===== config.mk =====
export PLATFORM = sky130hd
export DESIGN_NAME = scis_core
export DESIGN_NICKNAME = d
export VERILOG_FILES = /design/src/hdl/scis_pkg.sv /design/src/hdl/scis_logic_unit.sv /design/src/hdl/scis_core.sv
export SDC_FILE = /design/constraint.sdc
export NUM_CORES = 2
export LEC_CHECK = 0
export ABC_AREA = 1
export BUFFER_PORTS_ARGS = -buffer_cell sky130_fd_sc_hd__clkbuf_2
export CORE_MARGIN = 5
export CORE_UTILIZATION = 31
export CTS_CLUSTER_SIZE = 24
export DETAILED_ROUTE_END_ITERATION = 16
export GPL_TIMING_DRIVEN = 0
export SLEW_MARGIN = 20
export SYNTH_ARGS = -nofsm -noshare
export SYNTH_HDL_FRONTEND = slang
export SYNTH_SLANG_ARGS = --single-unit

===== constraint.sdc =====
create_clock -name mclk_i -period 12.1 [get_ports mclk_i]
set_clock_uncertainty 0.05 [all_clocks]
set_input_delay 1.815 -clock mclk_i [delete_from_list [all_inputs] [get_ports mclk_i]]
set_output_delay 1.815 -clock mclk_i [all_outputs]
set_load 0.05 [all_outputs]

===== src/hdl/scis_pkg.sv =====
package scis_pkg;
  localparam int DW = 32;
  localparam int IW = 16;
  localparam int NSTK = 8;
  localparam int SIW = 3;
  localparam int IM6_W = 6;
  localparam int IM4_W = 4;
  localparam int HALF_W = 16;
  // field positions
  localparam int A_LSB = 0;
  localparam int A_POP_BIT = 3;
  localparam int B_LSB = 4;
  localparam int B_POP_BIT = 7;
  localparam int IM8_LO_LSB = 0;
  localparam int IM8_HI_LSB = 4;
  localparam int IM6_LSB = 4;
  localparam int IM4_LSB = 8;
  localparam int MEM_HALF_BIT = 13;
  localparam int MEM_WR_BIT = 12;
  localparam int SK_TWO_BIT = 11;
  localparam int SK_U_BIT = 10;
  localparam int COND_L_BIT = 9;
  localparam int COND_N_BIT = 8;
  localparam int CJ8_L_BIT = 13;
  localparam int CJ8_N_BIT = 12;
  localparam int REG_W_BIT = 10;
  localparam int SHI_U_BIT = 10;
  localparam int ARITH_U_BIT = 8;
  // opcode high bytes and nibbles
  localparam logic [7:0] OP_NOP = 8'h00;
  localparam logic [7:0] OP_POP = 8'h01;
  localparam logic [7:0] OP_CLS = 8'h02;
  localparam logic [7:0] OP_JMP8 = 8'h04;
  localparam logic [7:0] OP_PGC = 8'h08;
  localparam logic [7:0] OP_JMP = 8'h2C;
  localparam logic [7:0] OP_GTO = 8'h2D;
  localparam logic [7:0] OP_IRT = 8'h2E;
  localparam logic [7:0] OP_GSB = 8'h2F;
  localparam logic [7:0] OP_POW = 8'h8E;
  localparam logic [5:0] OP6_ADD = 6'h20;
  localparam logic [5:0] OP6_SUB = 6'h21;
  localparam logic [5:0] OP6_MUL = 6'h22;
  localparam logic [6:0] OP7_SHL = 7'h46;
  localparam logic [3:0] NIB_SKIP = 4'h1;
  localparam logic [3:0] NIB_BR = 4'h2;
  localparam logic [3:0] NIB_LU = 4'h3;
  localparam logic [3:0] NIB_ARITH = 4'h8;
  localparam logic [3:0] NIB_IMM6 = 4'h9;
  localparam logic [3:0] NIB_ADD8 = 4'hA;
  localparam logic [3:0] NIB_BYT = 4'hB;
  localparam logic [1:0] TAG_MEM = 2'h1;
  localparam logic [1:0] TAG_CJ8 = 2'h3;
  localparam logic [1:0] BR_CJMP = 2'h0;
  localparam logic [1:0] BR_CGTO = 2'h1;
  typedef enum logic [3:0] {
    SCIS_LU_CPY = 4'h0, SCIS_LU_NSB = 4'h1, SCIS_LU_CPYS = 4'h2, SCIS_LU_CPYU = 4'h3,
    SCIS_LU_NOT = 4'h4, SCIS_LU_AND = 4'h5, SCIS_LU_ORR = 4'h6, SCIS_LU_XOR = 4'h7,
    SCIS_LU_BRA = 4'h8, SCIS_LU_BRO = 4'h9, SCIS_LU_BRX = 4'hA, SCIS_LU_FLP = 4'hC,
    SCIS_LU_LZC = 4'hD
  } scis_lu_t;
  typedef enum logic [1:0] {
    SCIS_RUN = 2'h0,
    SCIS_REQ = 2'h1,
    SCIS_DATA = 2'h2
  } scis_state_t;
endpackage


===== src/hdl/scis_logic_unit.sv =====
`timescale 1ns/1ps
module scis_logic_unit (
  input wire logic [3:0] op_i,
  input wire logic [scis_pkg::DW-1:0] a_i,
  input wire logic [scis_pkg::DW-1:0] b_i,
  output logic [scis_pkg::DW-1:0] res_o,
  output logic ok_o
);
  import scis_pkg::*;

  function automatic logic [DW-1:0] flip(input logic [DW-1:0] v);
    logic [DW-1:0] r;
    r = '0;
    for (int i = 0; i < DW; i++)
      r[i] = v[DW-1-i];
    return r;
  endfunction

  function automatic logic [DW-1:0] lead_zeros(input logic [DW-1:0] v);
    logic [DW-1:0] n;
    logic seen;
    n = '0;
    seen = 1'b0;
    for (int i = DW-1; i >= 0; i--)
    begin
      if (v[i])
        seen = 1'b1;
      else if (!seen)
        n = n + DW'(1);
    end
    return n;
  endfunction

  ////////////////////////////////////////////////////////////////////////////
  always_comb
  begin
    ok_o = 1'b1;
    case (op_i)
      SCIS_LU_CPY: res_o = b_i;
      SCIS_LU_NSB: res_o = {~b_i[DW-1], b_i[DW-2:0]};
      SCIS_LU_CPYS: res_o = {{(DW-HALF_W){b_i[HALF_W-1]}}, b_i[HALF_W-1:0]};
      SCIS_LU_CPYU: res_o = {{(DW-HALF_W){1'b0}}, b_i[HALF_W-1:0]};
      SCIS_LU_NOT: res_o = ~b_i;
      SCIS_LU_AND: res_o = a_i & b_i;
      SCIS_LU_ORR: res_o = a_i | b_i;
      SCIS_LU_XOR: res_o = a_i ^ b_i;
      SCIS_LU_BRA: res_o = DW'(&b_i);
      SCIS_LU_BRO: res_o = DW'(|b_i);
      SCIS_LU_BRX: res_o = DW'(^b_i);
      SCIS_LU_FLP: res_o = flip(b_i);
      SCIS_LU_LZC: res_o = lead_zeros(b_i);
      default:
      begin
        res_o = '0;
        ok_o = 1'b0;
      end
    endcase
  end
endmodule // scis_logic_unit


===== src/hdl/scis_core.sv =====
// Operation
// - relative branches add offset to next instruction address; -1 loops forever
// - condition gates only the branch; operand pops always happen
// - A less than zero tests treat A as two's complement
// - A versus B signed or unsigned tests treat both operands alike
// - memory: full read, sign-extended half read, full write, half write
// - address is B plus offset, doubled for full width; odd bases fine
// - memory field layout: 01, half, write, offset, B pop/index, A pop/index
// - register set full-width read into A and write from A, 6-bit index
// - signed immediate shift: left when positive, right when negative, one cycle
// - unsigned immediate shift: one-hot when non-negative, logical right when negative
// - top nibble A adds sign-extended byte immediate to A
// - top nibble B pushes sign-extended byte immediate onto A stack
// - relative jump adds signed B to next instruction address, plain or on A zero test
// - go-to loads PC with B, plain or on A zero test
// - interrupt return loads PC with B and re-enables service logic
// - subroutine call loads PC with B and pushes return address to A
// - stack pop pops every flagged stack at once
// - stack clear clears every flagged stack at once
// - PC push pushes next instruction address onto A stack
// - no-operation does nothing, not even operand pops
// - logic unit: copy, bit reversal, sign bit inversion, leading zero count
// - power gives one shifted by B; variable shifts never go one-hot
`timescale 1ns/1ps
module scis_core (
  input wire logic mclk_i,
  input wire logic sys_rst_i,
  input wire logic instr_valid_i,
  input wire logic [scis_pkg::IW-1:0] instr_i,
  input wire logic [scis_pkg::DW-1:0] pc_i,
  input wire logic [scis_pkg::DW-1:0] a_i,
  input wire logic [scis_pkg::DW-1:0] b_i,
  input wire logic [scis_pkg::DW-1:0] mem_rdata_i,
  input wire logic [scis_pkg::DW-1:0] reg_rdata_i,
  output logic instr_ready_o,
  output logic done_o,
  output logic [scis_pkg::DW-1:0] pc_o,
  output logic [scis_pkg::NSTK-1:0] pop_o,
  output logic [scis_pkg::NSTK-1:0] clr_o,
  output logic push_o,
  output logic [scis_pkg::SIW-1:0] push_sel_o,
  output logic [scis_pkg::DW-1:0] push_data_o,
  output logic mem_rd_o,
  output logic mem_wr_o,
  output logic mem_half_o,
  output logic [scis_pkg::DW-1:0] mem_addr_o,
  output logic [scis_pkg::DW-1:0] mem_wdata_o,
  output logic reg_rd_o,
  output logic reg_wr_o,
  output logic [scis_pkg::IM6_W-1:0] reg_addr_o,
  output logic [scis_pkg::DW-1:0] reg_wdata_o,
  output logic isr_reenable_o
);
  import scis_pkg::*;

  ////////////////////////////////////////////////////////////////////////////
  function automatic logic [DW-1:0] sext8(input logic [7:0] v);
    return {{(DW-8){v[7]}}, v};
  endfunction

  function automatic logic [NSTK-1:0] stk_bit(input logic [SIW-1:0] idx);
    return NSTK'(1) << idx;
  endfunction

  // sign of A is its msb, so the less-than-zero test is two's complement
  function automatic logic zero_test(input logic [DW-1:0] a, input logic lt, input logic neg);
    logic r;
    r = lt ? a[DW-1] : (a == '0);
    return r ^ neg;
  endfunction

  // signed distance: left when non-negative, right by magnitude otherwise
  function automatic logic [DW-1:0] shift_dist(input logic [DW-1:0] a, input logic [5:0] d, input logic arith);
    logic [5:0] mag;
    logic [DW:0] ext;
    mag = 6'(-d);
    ext = {arith & a[DW-1], a};
    if (!d[5])
      return a << d[4:0];
    ext = $signed(ext) >>> mag;
    return ext[DW-1:0];
  endfunction

  ////////////////////////////////////////////////////////////////////////////
  scis_state_t state_q, state_d;
  logic ready_q, done_q, push_q, mem_rd_q, mem_wr_q, mem_half_q;
  logic reg_rd_q, reg_wr_q, isr_q, rd_mem_q, rd_half_q;
  logic [DW-1:0] pc_q, push_data_q, mem_addr_q, mem_wdata_q, reg_wdata_q;
  logic [NSTK-1:0] pop_q, clr_q;
  logic [SIW-1:0] push_sel_q, rd_sel_q;
  logic [IM6_W-1:0] reg_addr_q;

  wire logic take;
  wire logic [7:0] op_hi;
  wire logic [3:0] nib;
  wire logic [SIW-1:0] a_idx;
  wire logic [SIW-1:0] b_idx;
  wire logic [IM6_W-1:0] im6;
  wire logic [IM4_W-1:0] im4;
  wire logic [7:0] im8_lo;
  wire logic [7:0] im8_hi;
  assign take = instr_valid_i && state_q == SCIS_RUN;
  assign op_hi = instr_i[IW-1:IW-8];
  assign nib = instr_i[IW-1:IW-4];
  assign a_idx = instr_i[A_LSB +: SIW];
  assign b_idx = instr_i[B_LSB +: SIW];
  assign im6 = instr_i[IM6_LSB +: IM6_W];
  assign im4 = instr_i[IM4_LSB +: IM4_W];
  assign im8_lo = instr_i[IM8_LO_LSB +: 8];
  assign im8_hi = instr_i[IM8_HI_LSB +: 8];

  ////////////////////////////////////////////////////////////////////////////
  // decode
  wire logic is_nop, is_pop, is_cls, is_jmp8, is_pgc, is_skip, is_cjr, is_cgto;
  wire logic is_jmpr, is_gto, is_irt, is_gsb, is_lu, is_mem, is_add, is_sub;
  wire logic is_mul, is_shlv, is_pow, is_shi, is_reg, is_add8, is_byt, is_cj8;
  assign is_nop = op_hi == OP_NOP;
  assign is_pop = op_hi == OP_POP;
  assign is_cls = op_hi == OP_CLS;
  assign is_jmp8 = op_hi == OP_JMP8;
  assign is_pgc = op_hi == OP_PGC;
  assign is_skip = nib == NIB_SKIP;
  assign is_cjr = nib == NIB_BR && instr_i[11:10] == BR_CJMP;
  assign is_cgto = nib == NIB_BR && instr_i[11:10] == BR_CGTO;
  assign is_jmpr = op_hi == OP_JMP;
  assign is_gto = op_hi == OP_GTO;
  assign is_irt = op_hi == OP_IRT;
  assign is_gsb = op_hi == OP_GSB;
  assign is_lu = nib == NIB_LU;
  assign is_mem = instr_i[IW-1:IW-2] == TAG_MEM;
  assign is_add = instr_i[IW-1:IW-6] == OP6_ADD;
  assign is_sub = instr_i[IW-1:IW-6] == OP6_SUB;
  assign is_mul = instr_i[IW-1:IW-6] == OP6_MUL;
  assign is_shlv = instr_i[IW-1:IW-7] == OP7_SHL;
  assign is_pow = op_hi == OP_POW;
  assign is_shi = nib == NIB_IMM6 && !instr_i[11];
  assign is_reg = nib == NIB_IMM6 && instr_i[11];
  assign is_add8 = nib == NIB_ADD8;
  assign is_byt = nib == NIB_BYT;
  assign is_cj8 = instr_i[IW-1:IW-2] == TAG_CJ8;

  // operand fields present per format
  wire logic has_b, has_a;
  wire logic [NSTK-1:0] opnd_pops, pop_d;
  assign has_b = is_pgc || is_skip || nib == NIB_BR || is_lu || is_mem || nib == NIB_ARITH;
  assign has_a = has_b || nib == NIB_IMM6 || is_add8 || is_byt || is_cj8;
  assign opnd_pops = ((has_a && instr_i[A_POP_BIT]) ? stk_bit(a_idx) : '0)
                   | ((has_b && instr_i[B_POP_BIT]) ? stk_bit(b_idx) : '0);
  // pops never depend on the branch outcome
  assign pop_d = is_pop ? im8_lo : (is_nop ? '0 : opnd_pops);

  ////////////////////////////////////////////////////////////////////////////
  // branch conditions and targets
  wire logic ab_test, sk_hit, c2_hit, cj8_hit;
  wire logic [DW-1:0] pc_seq, pc_d;
  assign ab_test = instr_i[COND_L_BIT]
                 ? (instr_i[SK_U_BIT] ? (a_i < b_i) : ($signed(a_i) < $signed(b_i)))
                 : (a_i == b_i);
  assign sk_hit = is_skip && (ab_test ^ instr_i[COND_N_BIT]);
  assign c2_hit = zero_test(a_i, instr_i[COND_L_BIT], instr_i[COND_N_BIT]);
  assign cj8_hit = is_cj8 && zero_test(a_i, instr_i[CJ8_L_BIT], instr_i[CJ8_N_BIT]);
  assign pc_seq = pc_i + DW'(1);
  assign pc_d = is_jmp8 ? pc_seq + sext8(im8_lo)
              : cj8_hit ? pc_seq + sext8(im8_hi)
              : sk_hit ? pc_seq + (instr_i[SK_TWO_BIT] ? DW'(2) : DW'(1))
              : (is_jmpr || (is_cjr && c2_hit)) ? pc_seq + b_i
              : (is_gto || is_irt || is_gsb || (is_cgto && c2_hit)) ? b_i
              : pc_seq;

  ////////////////////////////////////////////////////////////////////////////
  // results; variable shift distance is B's low six bits, so large B wraps
  wire logic [DW-1:0] lu_res, ar_res, shi_res, push_now_val, rd_val, push_val;
  wire logic [2*DW-1:0] mul_full;
  wire logic lu_ok, push_now, rd_issue, rd_back;
  scis_logic_unit u_lu (
    .op_i(instr_i[11:8]),
    .a_i(a_i),
    .b_i(b_i),
    .res_o(lu_res),
    .ok_o(lu_ok)
  );
  assign mul_full = a_i * b_i;
  assign ar_res = is_add ? a_i + b_i
                : is_sub ? a_i - b_i
                : is_mul ? mul_full[DW-1:0]
                : is_shlv ? shift_dist(a_i, b_i[5:0], !instr_i[ARITH_U_BIT])
                : DW'(1) << b_i[4:0];
  assign shi_res = !instr_i[SHI_U_BIT] ? shift_dist(a_i, im6, 1'b1)
                 : im6[5] ? shift_dist(a_i, im6, 1'b0)
                 : DW'(1) << im6[4:0];
  assign push_now_val = (is_pgc || is_gsb) ? pc_seq
                      : is_lu ? lu_res
                      : nib == NIB_ARITH ? ar_res
                      : is_shi ? shi_res
                      : is_add8 ? a_i + sext8(im8_hi)
                      : sext8(im8_hi);
  assign push_now = take && (is_pgc || is_gsb || (is_lu && lu_ok) || is_add || is_sub || is_mul
                    || is_shlv || is_pow || is_shi || is_add8 || is_byt);
  // half reads fill the top of the stack word with the sign
  assign rd_val = !rd_mem_q ? reg_rdata_i
                : rd_half_q ? {{(DW-HALF_W){mem_rdata_i[HALF_W-1]}}, mem_rdata_i[HALF_W-1:0]}
                : mem_rdata_i;
  assign rd_back = state_q == SCIS_DATA;
  assign push_val = rd_back ? rd_val : push_now_val;
  assign rd_issue = take && ((is_mem && !instr_i[MEM_WR_BIT]) || (is_reg && !instr_i[REG_W_BIT]));

  // memory address: offset counts half words, doubled for full words
  wire logic [DW-1:0] mem_addr_d;
  assign mem_addr_d = b_i + (instr_i[MEM_HALF_BIT] ? DW'(im4) : DW'({im4, 1'b0}));

  ////////////////////////////////////////////////////////////////////////////
  // reads stall the block until the returned word is pushed
  always_comb
  begin
    state_d = state_q;
    case (state_q)
      SCIS_RUN:
      begin
        if (rd_issue)
          state_d = SCIS_REQ;
      end
      SCIS_REQ: state_d = SCIS_DATA;
      SCIS_DATA: state_d = SCIS_RUN;
      default: state_d = SCIS_RUN;
    endcase
  end

  always_ff @(posedge mclk_i or posedge sys_rst_i)
  begin
    if (sys_rst_i)
    begin
      state_q <= SCIS_RUN;
      ready_q <= 1'b1;
      rd_sel_q <= '0;
      rd_mem_q <= 1'b0;
      rd_half_q <= 1'b0;
    end
    else
    begin
      state_q <= state_d;
      ready_q <= state_d == SCIS_RUN;
      if (rd_issue)
      begin
        rd_sel_q <= a_idx;
        rd_mem_q <= is_mem;
        rd_half_q <= instr_i[MEM_HALF_BIT];
      end
    end
  end

  always_ff @(posedge mclk_i or posedge sys_rst_i)
  begin
    if (sys_rst_i)
    begin
      done_q <= 1'b0;
      pc_q <= '0;
      pop_q <= '0;
      clr_q <= '0;
      isr_q <= 1'b0;
    end
    else
    begin
      done_q <= take;
      if (take)
        pc_q <= pc_d;
      pop_q <= take ? pop_d : '0;
      clr_q <= (take && is_cls) ? im8_lo : '0;
      isr_q <= take && is_irt;
    end
  end

  always_ff @(posedge mclk_i or posedge sys_rst_i)
  begin
    if (sys_rst_i)
    begin
      push_q <= 1'b0;
      push_sel_q <= '0;
      push_data_q <= '0;
    end
    else
    begin
      push_q <= push_now || rd_back;
      if (push_now || rd_back)
      begin
        push_sel_q <= rd_back ? rd_sel_q : a_idx;
        push_data_q <= push_val;
      end
    end
  end

  // memory and register set strobes last one cycle
  always_ff @(posedge mclk_i or posedge sys_rst_i)
  begin
    if (sys_rst_i)
    begin
      mem_rd_q <= 1'b0;
      mem_wr_q <= 1'b0;
      mem_half_q <= 1'b0;
      mem_addr_q <= '0;
      mem_wdata_q <= '0;
      reg_rd_q <= 1'b0;
      reg_wr_q <= 1'b0;
      reg_addr_q <= '0;
      reg_wdata_q <= '0;
    end
    else
    begin
      mem_rd_q <= take && is_mem && !instr_i[MEM_WR_BIT];
      mem_wr_q <= take && is_mem && instr_i[MEM_WR_BIT];
      reg_rd_q <= take && is_reg && !instr_i[REG_W_BIT];
      reg_wr_q <= take && is_reg && instr_i[REG_W_BIT];
      if (take && is_mem)
      begin
        mem_half_q <= instr_i[MEM_HALF_BIT];
        mem_addr_q <= mem_addr_d;
        mem_wdata_q <= a_i;
      end
      if (take && is_reg)
      begin
        reg_addr_q <= im6;
        reg_wdata_q <= a_i;
      end
    end
  end

  ////////////////////////////////////////////////////////////////////////////
  assign instr_ready_o = ready_q;
  assign done_o = done_q;
  assign pc_o = pc_q;
  assign pop_o = pop_q;
  assign clr_o = clr_q;
  assign push_o = push_q;
  assign push_sel_o = push_sel_q;
  assign push_data_o = push_data_q;
  assign mem_rd_o = mem_rd_q;
  assign mem_wr_o = mem_wr_q;
  assign mem_half_o = mem_half_q;
  assign mem_addr_o = mem_addr_q;
  assign mem_wdata_o = mem_wdata_q;
  assign reg_rd_o = reg_rd_q;
  assign reg_wr_o = reg_wr_q;
  assign reg_addr_o = reg_addr_q;
  assign reg_wdata_o = reg_wdata_q;
  assign isr_reenable_o = isr_q;
endmodule // scis_core


Word-level counts from Yosys, hierarchy flattened
Cells that the tools add are included.
- $add $sub $neg: 42
- multipliers: 1
- order comparisons: 2
- eq/ne operators: 38
- shifts and indexed selects: 9
- mux-type cells: 194
- bitwise logic cells: 10
- reduce and logical (&&, ||, !) cells: 63
- operators by type and width (operator ; count):
    32-bit two-way mux ; 114
    32-bit by 1-bit adder with 32-bit output, second input constant ; 32
    32-bit case mux with 13 select lines ; 1
    32-bit adder ; 5
    1-bit two-way mux ; 68
    33-bit by 6-bit >>> shifter with 32-bit output ; 2
    32-bit < comparator ; 2
    1-bit by 5-bit << shifter with 32-bit output, first input constant ; 2
    32-bit by 5-bit << shifter with 32-bit output ; 2
    8-bit two-way mux ; 6
    4-bit == test, second input constant ; 9
    32-bit by 2-bit adder with 32-bit output ; 1
    32-bit by 5-bit adder with 32-bit output ; 1
    32-bit bitwise AND ; 1
    32-bit == test ; 1
    8-bit by 6-bit == test with 1-bit output, second input constant ; 4
    32-bit logical NOT ; 1
    32-bit by 32-bit multiplier with 32-bit output ; 1
    32-bit NOT ; 1
    32-bit bitwise OR ; 1
    32-bit AND reduction ; 1
    32-bit OR reduction ; 1
    32-bit XOR reduction ; 1
    32-bit by 6-bit >>> shifter with 32-bit output ; 1
    31 further kinds ; 100
- flip-flop bits (word level): 201
- input bits: 179
- output and inout port bits: 194
- logic and storage cells: 381

Logic depth before layout (Yosys ltp)
- word-level depth: 129
- depth in mapped cells: 122

Hierarchy
A second synthesis with hierarchy kept.
- cell total of the unflattened synthesis: 9507
- area, all modules: 58075.7 um2
- by module, submodules not included (module ; times used ; cells each ; area an instance (um2) ; seq. area each (um2)):
    scis_core ; 1 ; 7786 ; 48400.2 ; 5031.1
    scis_logic_unit ; 1 ; 1721 ; 9675.5 ; 0.0

Worst setup path before layout
Ideal clock, no wire load.
- path type: input port to flip-flop
- start point: input b_i[31] in the netlist's numbering
- end point: register push_data_q[8] (netlist: push_data_o[8])
- library setup time: 121 ps
- arrival: 17934 ps
- path slack: -6005 ps
- stages: 121
- path buffers: 1
- cells stage by stage: buf_2 -> inv_1 -> ha_1 -> inv_1 -> nor2_1 -> nand2_1 -> nand2_1 -> ha_1 -> nand2_1 -> nand2_1 -> ha_1 -> nand2_1 -> nand2_1 -> ha_1 -> nand4_1 -> nand3_1 -> ha_1 -> nand2_1 -> [... 85 more ...] -> o21ai_0 -> nor2_1 -> inv_1 -> ha_1 -> nand4_1 -> nor2_1 -> nand2_1 -> nor2_1 -> nand2_1 -> inv_1 -> nand2_1 -> nand2_1 -> nand3_1 -> nand2_1 -> nand2_1 -> nand2_1 -> nand2_1 -> a21oi_2
- longest elaborated chain between the ends: 129
- elaborated cells between the ends (all ways): 191
- those cells by class: add/sub (31); mux (160)
- RTL lines (what ; RTL line ; text):
    from (decl) ; scis_core.sv:32 ; input wire logic [scis_pkg::DW-1:0] b_i,
    1-bit two-way mux ; scis_logic_unit.sv:26 ; if (v[i])
    32-bit two-way mux ; scis_logic_unit.sv:38 ; case (op_i)
    32-bit by 1-bit adder with 32-bit output ; scis_logic_unit.sv:29 ; n = n + DW'(1);
    32-bit two-way mux ; scis_logic_unit.sv:28 ; else if (!seen)
    32-bit two-way mux ; scis_logic_unit.sv:26 ;
    32-bit two-way mux ; scis_logic_unit.sv:38 ;
    32-bit by 1-bit adder with 32-bit output ; scis_logic_unit.sv:29 ;
    32-bit two-way mux ; scis_logic_unit.sv:28 ;
    [... 113 more ...] ; n/a ;
    32-bit two-way mux ; scis_logic_unit.sv:38 ;
    32-bit by 1-bit adder with 32-bit output ; scis_logic_unit.sv:29 ;
    32-bit two-way mux ; scis_logic_unit.sv:28 ;
    32-bit two-way mux * ; scis_logic_unit.sv:26 ;
    32-bit case mux with 13 select lines * ; scis_logic_unit.sv:38 ;
    32-bit two-way mux * ; scis_core.sv:192 ; : is_lu ? lu_res
    32-bit two-way mux * ; scis_core.sv:191 ; assign push_now_val = (is_pgc || is_gsb) ? pc_seq
    32-bit two-way mux * ; scis_core.sv:204 ; assign push_val = rd_back ? rd_val : push_now_val;
    to (signal assigned) ; scis_core.sv:286 ; push_data_q <= push_val;
    to (decl) ; scis_core.sv:88 ; logic [DW-1:0] pc_q, push_data_q, mem_addr_q, mem_wdata_q, reg_wdata_q;
Mark *: on every way between the ends. The rest lies on a longest branch, timed or not. The select of a mux whose other input is x is not followed.
A chain may end at the register's enable or synchronous reset.

Final worst setup path
- start point: input b_i[26] in the netlist's numbering
- end point: register push_data_q[7] (netlist: push_data_o[7])
- longest elaborated chain between the ends: 109
- elaborated cells between the ends (all ways): 161
- those cells by class: add/sub (26); mux (135)
- RTL lines (what ; RTL line):
    32-bit two-way mux ; scis_logic_unit.sv:26
    32-bit two-way mux ; scis_logic_unit.sv:38
    32-bit by 1-bit adder with 32-bit output ; scis_logic_unit.sv:29
    32-bit two-way mux ; scis_logic_unit.sv:28
    32-bit two-way mux ; scis_logic_unit.sv:26
    32-bit two-way mux ; scis_logic_unit.sv:38
    32-bit by 1-bit adder with 32-bit output ; scis_logic_unit.sv:29
    32-bit two-way mux ; scis_logic_unit.sv:28
    [... 93 more ...] ; n/a
    32-bit two-way mux ; scis_logic_unit.sv:38
    32-bit by 1-bit adder with 32-bit output ; scis_logic_unit.sv:29
    32-bit two-way mux ; scis_logic_unit.sv:28
    32-bit two-way mux * ; scis_logic_unit.sv:26
    32-bit case mux with 13 select lines * ; scis_logic_unit.sv:38
    32-bit two-way mux * ; scis_core.sv:192
    32-bit two-way mux * ; scis_core.sv:191
    32-bit two-way mux * ; scis_core.sv:204
Marks and branches as above.

==> results.sh <==
export IMPL_max_cap_violations=0
export IMPL_place_congestion=1.08
export IMPL_drc=0
export IMPL_overflow=0
export IMPL_grt_pass1_wl_um=437000
export IMPL_synth_cells=8121
export IMPL_yosys_warnings=0
export IMPL_critPathArrivalTime_ns=17.27
export IMPL_cp_required_ns=12.54
export IMPL_timing_final_crit_share=1.39
export IMPL_clockRootBuffer="clkbuf_16"
export IMPL_antenna_found_initial=33
export IMPL_path_clk_slew_ns=0.06
export IMPL_power_density_nw_per_um2=240
export IMPL_violations="setup timing"
export IMPL_met1_usage=0.434
export IMPL_p_int_mw=5.47
export IMPL_grt_met2_usage=0.528
export IMPL_ys_flop_type="dfrtp_1"
export IMPL_path_delay_family="buffers and inverters"
export IMPL_fin_nets=9723
export IMPL_drtIter0Drc=7493
export IMPL_hold_viol_final=0
export IMPL_core_area_um2=165000
export IMPL_reg2reg_to="reg_wdata_o[7]"
export IMPL_switching_share=0.625
export IMPL_p_leak_nw=30.6
export IMPL_syn_area_um2=51700
export IMPL_rr_startpoint="state_q[0]"
export IMPL_busiest_layer="met2"
export IMPL_fin_crit_ns=16.82
export IMPL_io_buffers=370
export IMPL_ys_seq_area_frac=0.0973
export IMPL_ios=373
export IMPL_dieArea_um2=175000
export IMPL_slew_violations=0
export IMPL_cts_tree="yes"
export IMPL_cp_depth=117
export IMPL_initial_core_util=0.313
export IMPL_rows=149
export IMPL_dp_hpwl_um=255000
export IMPL_critPathSlowestCell="buf_2"
export IMPL_grt_pass1_vias=59458
export IMPL_setup_violations=9
export IMPL_cts_sinks=201
export IMPL_pwr_share_comb=0.883
export IMPL_drt_pass1_iterations=9
export IMPL_min_path_cells=1
export IMPL_synth_nets=9140
export IMPL_max_freq_ghz=0.0594
export IMPL_reg2reg_slack_ns=8.70
export IMPL_detail_route_wl_per_cell_um=29.0
export IMPL_cp_start_kind="primary input"
export IMPL_max_stage_delay_ns=0.41
export IMPL_htree_levels=1
export IMPL_grt_max_degree=96
export IMPL_switchingPower_mw=9.13
export IMPL_critPathBufInv=49
export IMPL_finalWorstSetupSlack_ns=-4.72
export IMPL_synthToLayoutAreaGrowth_pct=17.7
export IMPL_end_kind="flip-flop"
export IMPL_gr_usage_met3=0.0833
export IMPL_rsz0062_at_grt="yes"
export IMPL_whs_ns=0.383
export IMPL_clkPwrFrac=0.056
export IMPL_dp_slack_ns=-8.33
export IMPL_hold_class="reg2reg"
export IMPL_tns_ns=-40.87
export IMPL_syn_avg_cell_area_um2=6.37
export IMPL_ys_ff_latch=201
export IMPL_worstPathMaxFanout=12
export IMPL_die_w_um=418
export IMPL_status="finished with violations"
export IMPL_clockBufferDepth=3
export IMPL_relSlewSlack=0.125
export IMPL_pwr_share_seq=0.061
export IMPL_ctsHoldBuffers=0
export IMPL_die_height_um=418
export IMPL_yosysUniqueCellTypes=71
export IMPL_clock_latency_ns=0.60
export IMPL_drive_gt1_frac=0.133
export IMPL_vias=62221
export IMPL_min_from="state_q[1]"
export IMPL_cp_common_cell="buf_4"
export IMPL_ir_drop_uv=1030
export IMPL_ant_nets=0
export IMPL_numCtsBuffers=24
export IMPL_wl_um=317000
export IMPL_p_total_mw=14.6
export IMPL_synth_edf_count=0
export IMPL_critPathKind="in2reg"
export IMPL_track_usage=0.346
export IMPL_ff2ff_path_depth=8
export IMPL_viasPerCell=5.69
export IMPL_min_to="state_q[1]"
export IMPL_tightestPinTransition_ns=1.31
export IMPL_synth_async_reset_ratio=1.00
power groups by stage:
stage               clock network [mW]  registers [mW]  logic [mW]
floorplan                            0            1.28        7.29
global placement                     0           0.900        12.0
detailed placement                   0           0.900        12.0
CTS                              0.826           0.890        12.3
global route                     0.846           0.903        13.9
finish                           0.813           0.892        12.9
layout by cell type (no fill, tap or decap), types with 200 or more instances in the layout:
cell	instances
clkbuf_1	302
dfrtp_1	200
nor2_1	528
a21oi_1	577
inv_1	1276
fa_1	416
nand3_1	339
o21ai_0	677
clkbuf_2	385
ha_1	402
nand2_1	1813
flip-flops by register name, indices dropped and copies added, names as in the netlist:
name,cells
pc_o,32
rd_mem_q,1
done_o,1
state_q,2
mem_addr_o,32
push_o,1
isr_reenable_o,1
push_data_o,32
mem_rd_o,1
mem_wdata_o,32
push_sel_o,3
pop_o,8
clr_o,8
reg_wr_o,1
reg_addr_o,6
instr_ready_o,1
mem_half_o,1
rd_sel_q,3
mem_wr_o,1
reg_wdata_o,32
rd_half_q,1
reg_rd_o,1
worst max path at each step:
| stage | endpoint | from | slack (ns) |
|---|---|---|---|
| floorplan | push_data_o[8] | b_i[30] | -4.54 |
| global placement | push_data_o[2] | b_i[30] | -8.07 |
| detailed placement | push_data_o[2] | b_i[30] | -8.33 |
| CTS | push_data_o[2] | b_i[31] | -4.89 |
| global route | push_data_o[7] | b_i[30] | -5.23 |
| finish | push_data_o[7] | b_i[26] | -4.72 |
cell usage after synthesis, types with 19 or more instances:
master	instances	area (um^2)
a211oi_1	22	165
a21oi_1	589	2950
a31oi_1	100	626
buf_1	67	251
clkbuf_1	334	1250
clkinv_1	38	143
dfrtp_1	200	5000
fa_1	416	8330
ha_1	424	5310
inv_1	1309	4910
inv_2	33	124
mux2i_1	21	210
nand2_1	1931	7250
nand2_2	47	294
nand3_1	398	1990
nand3_2	27	270
nand4_1	70	438
nor2_1	563	2110
nor3_1	77	385
o211ai_1	128	961
o21ai_0	695	3480
o21bai_1	21	158
o221ai_1	52	455
o22ai_1	61	382
o31ai_1	25	188
or2_2	19	119
xnor2_1	58	508
xor2_1	171	1500
worst register-to-register path: cells and delay by family, from the launching register on:
family                 cells  cell delay (ns)
flip-flops                 1             0.34
buffers and inverters      4             2.15
AO/OA/AOI/OAI              1             0.12
AND/OR/NAND/NOR            3             0.63
cell type report:
cell class	count	area (um^2)
clock buffers	33	694
inverters	1382	5240
fillers	17977	105000
plain buffers	397	1600
well taps	2189	2740
multi-input cells	6128	41800
repair buffers	570	3480
flip-flops and latches	201	5030
clock inverters	11	148
diodes	24	60.1
through the flow:
step / util / cells / area, um^2
3_3_place_gp: 0.341 / 10680 / 56400
5_1_grt: 0.368 / 10911 / 60800
3_5_place_dp: 0.342 / 10686 / 56600
2_1_floorplan: - / 8121 / 51900
6_report: 0.368 / 10935 / 60800
4_1_cts: 0.359 / 10898 / 59400
per-layer routing:
layer  part of all wire  wire length [um]  up-vias
met2               0.43            135000     3659
met1               0.39            124000    30057
li1                   -                 -    27530
met5            0.00022                69        -
met4              0.083             26200       10
met3               0.10             31600      965
what timing repair did:
| action | CTS | global route |
|---|---|---|
| setup endpoints to repair | 20 | 17 |
| pin swaps | 44 | 159 |
| buffers inserted | 168 | 43 |
| gates resized for setup | 140 | 326 |
cells by family (layout without fill, tap and decap cells):
logic type      after synthesis  in the layout  share of synthesized area
other cells                   0             24                          0
simple gates               3218           3218                      0.263
xor+xnor                    230            230                     0.0391
compound gates             1819           1819                      0.202
flops                       201            201                     0.0973
buf+inv                    1792           2393                      0.131
fa+ha+maj                   840            840                      0.264
mux                          21             21                    0.00407
Note: power is estimated with default switching activity, not from simulation.
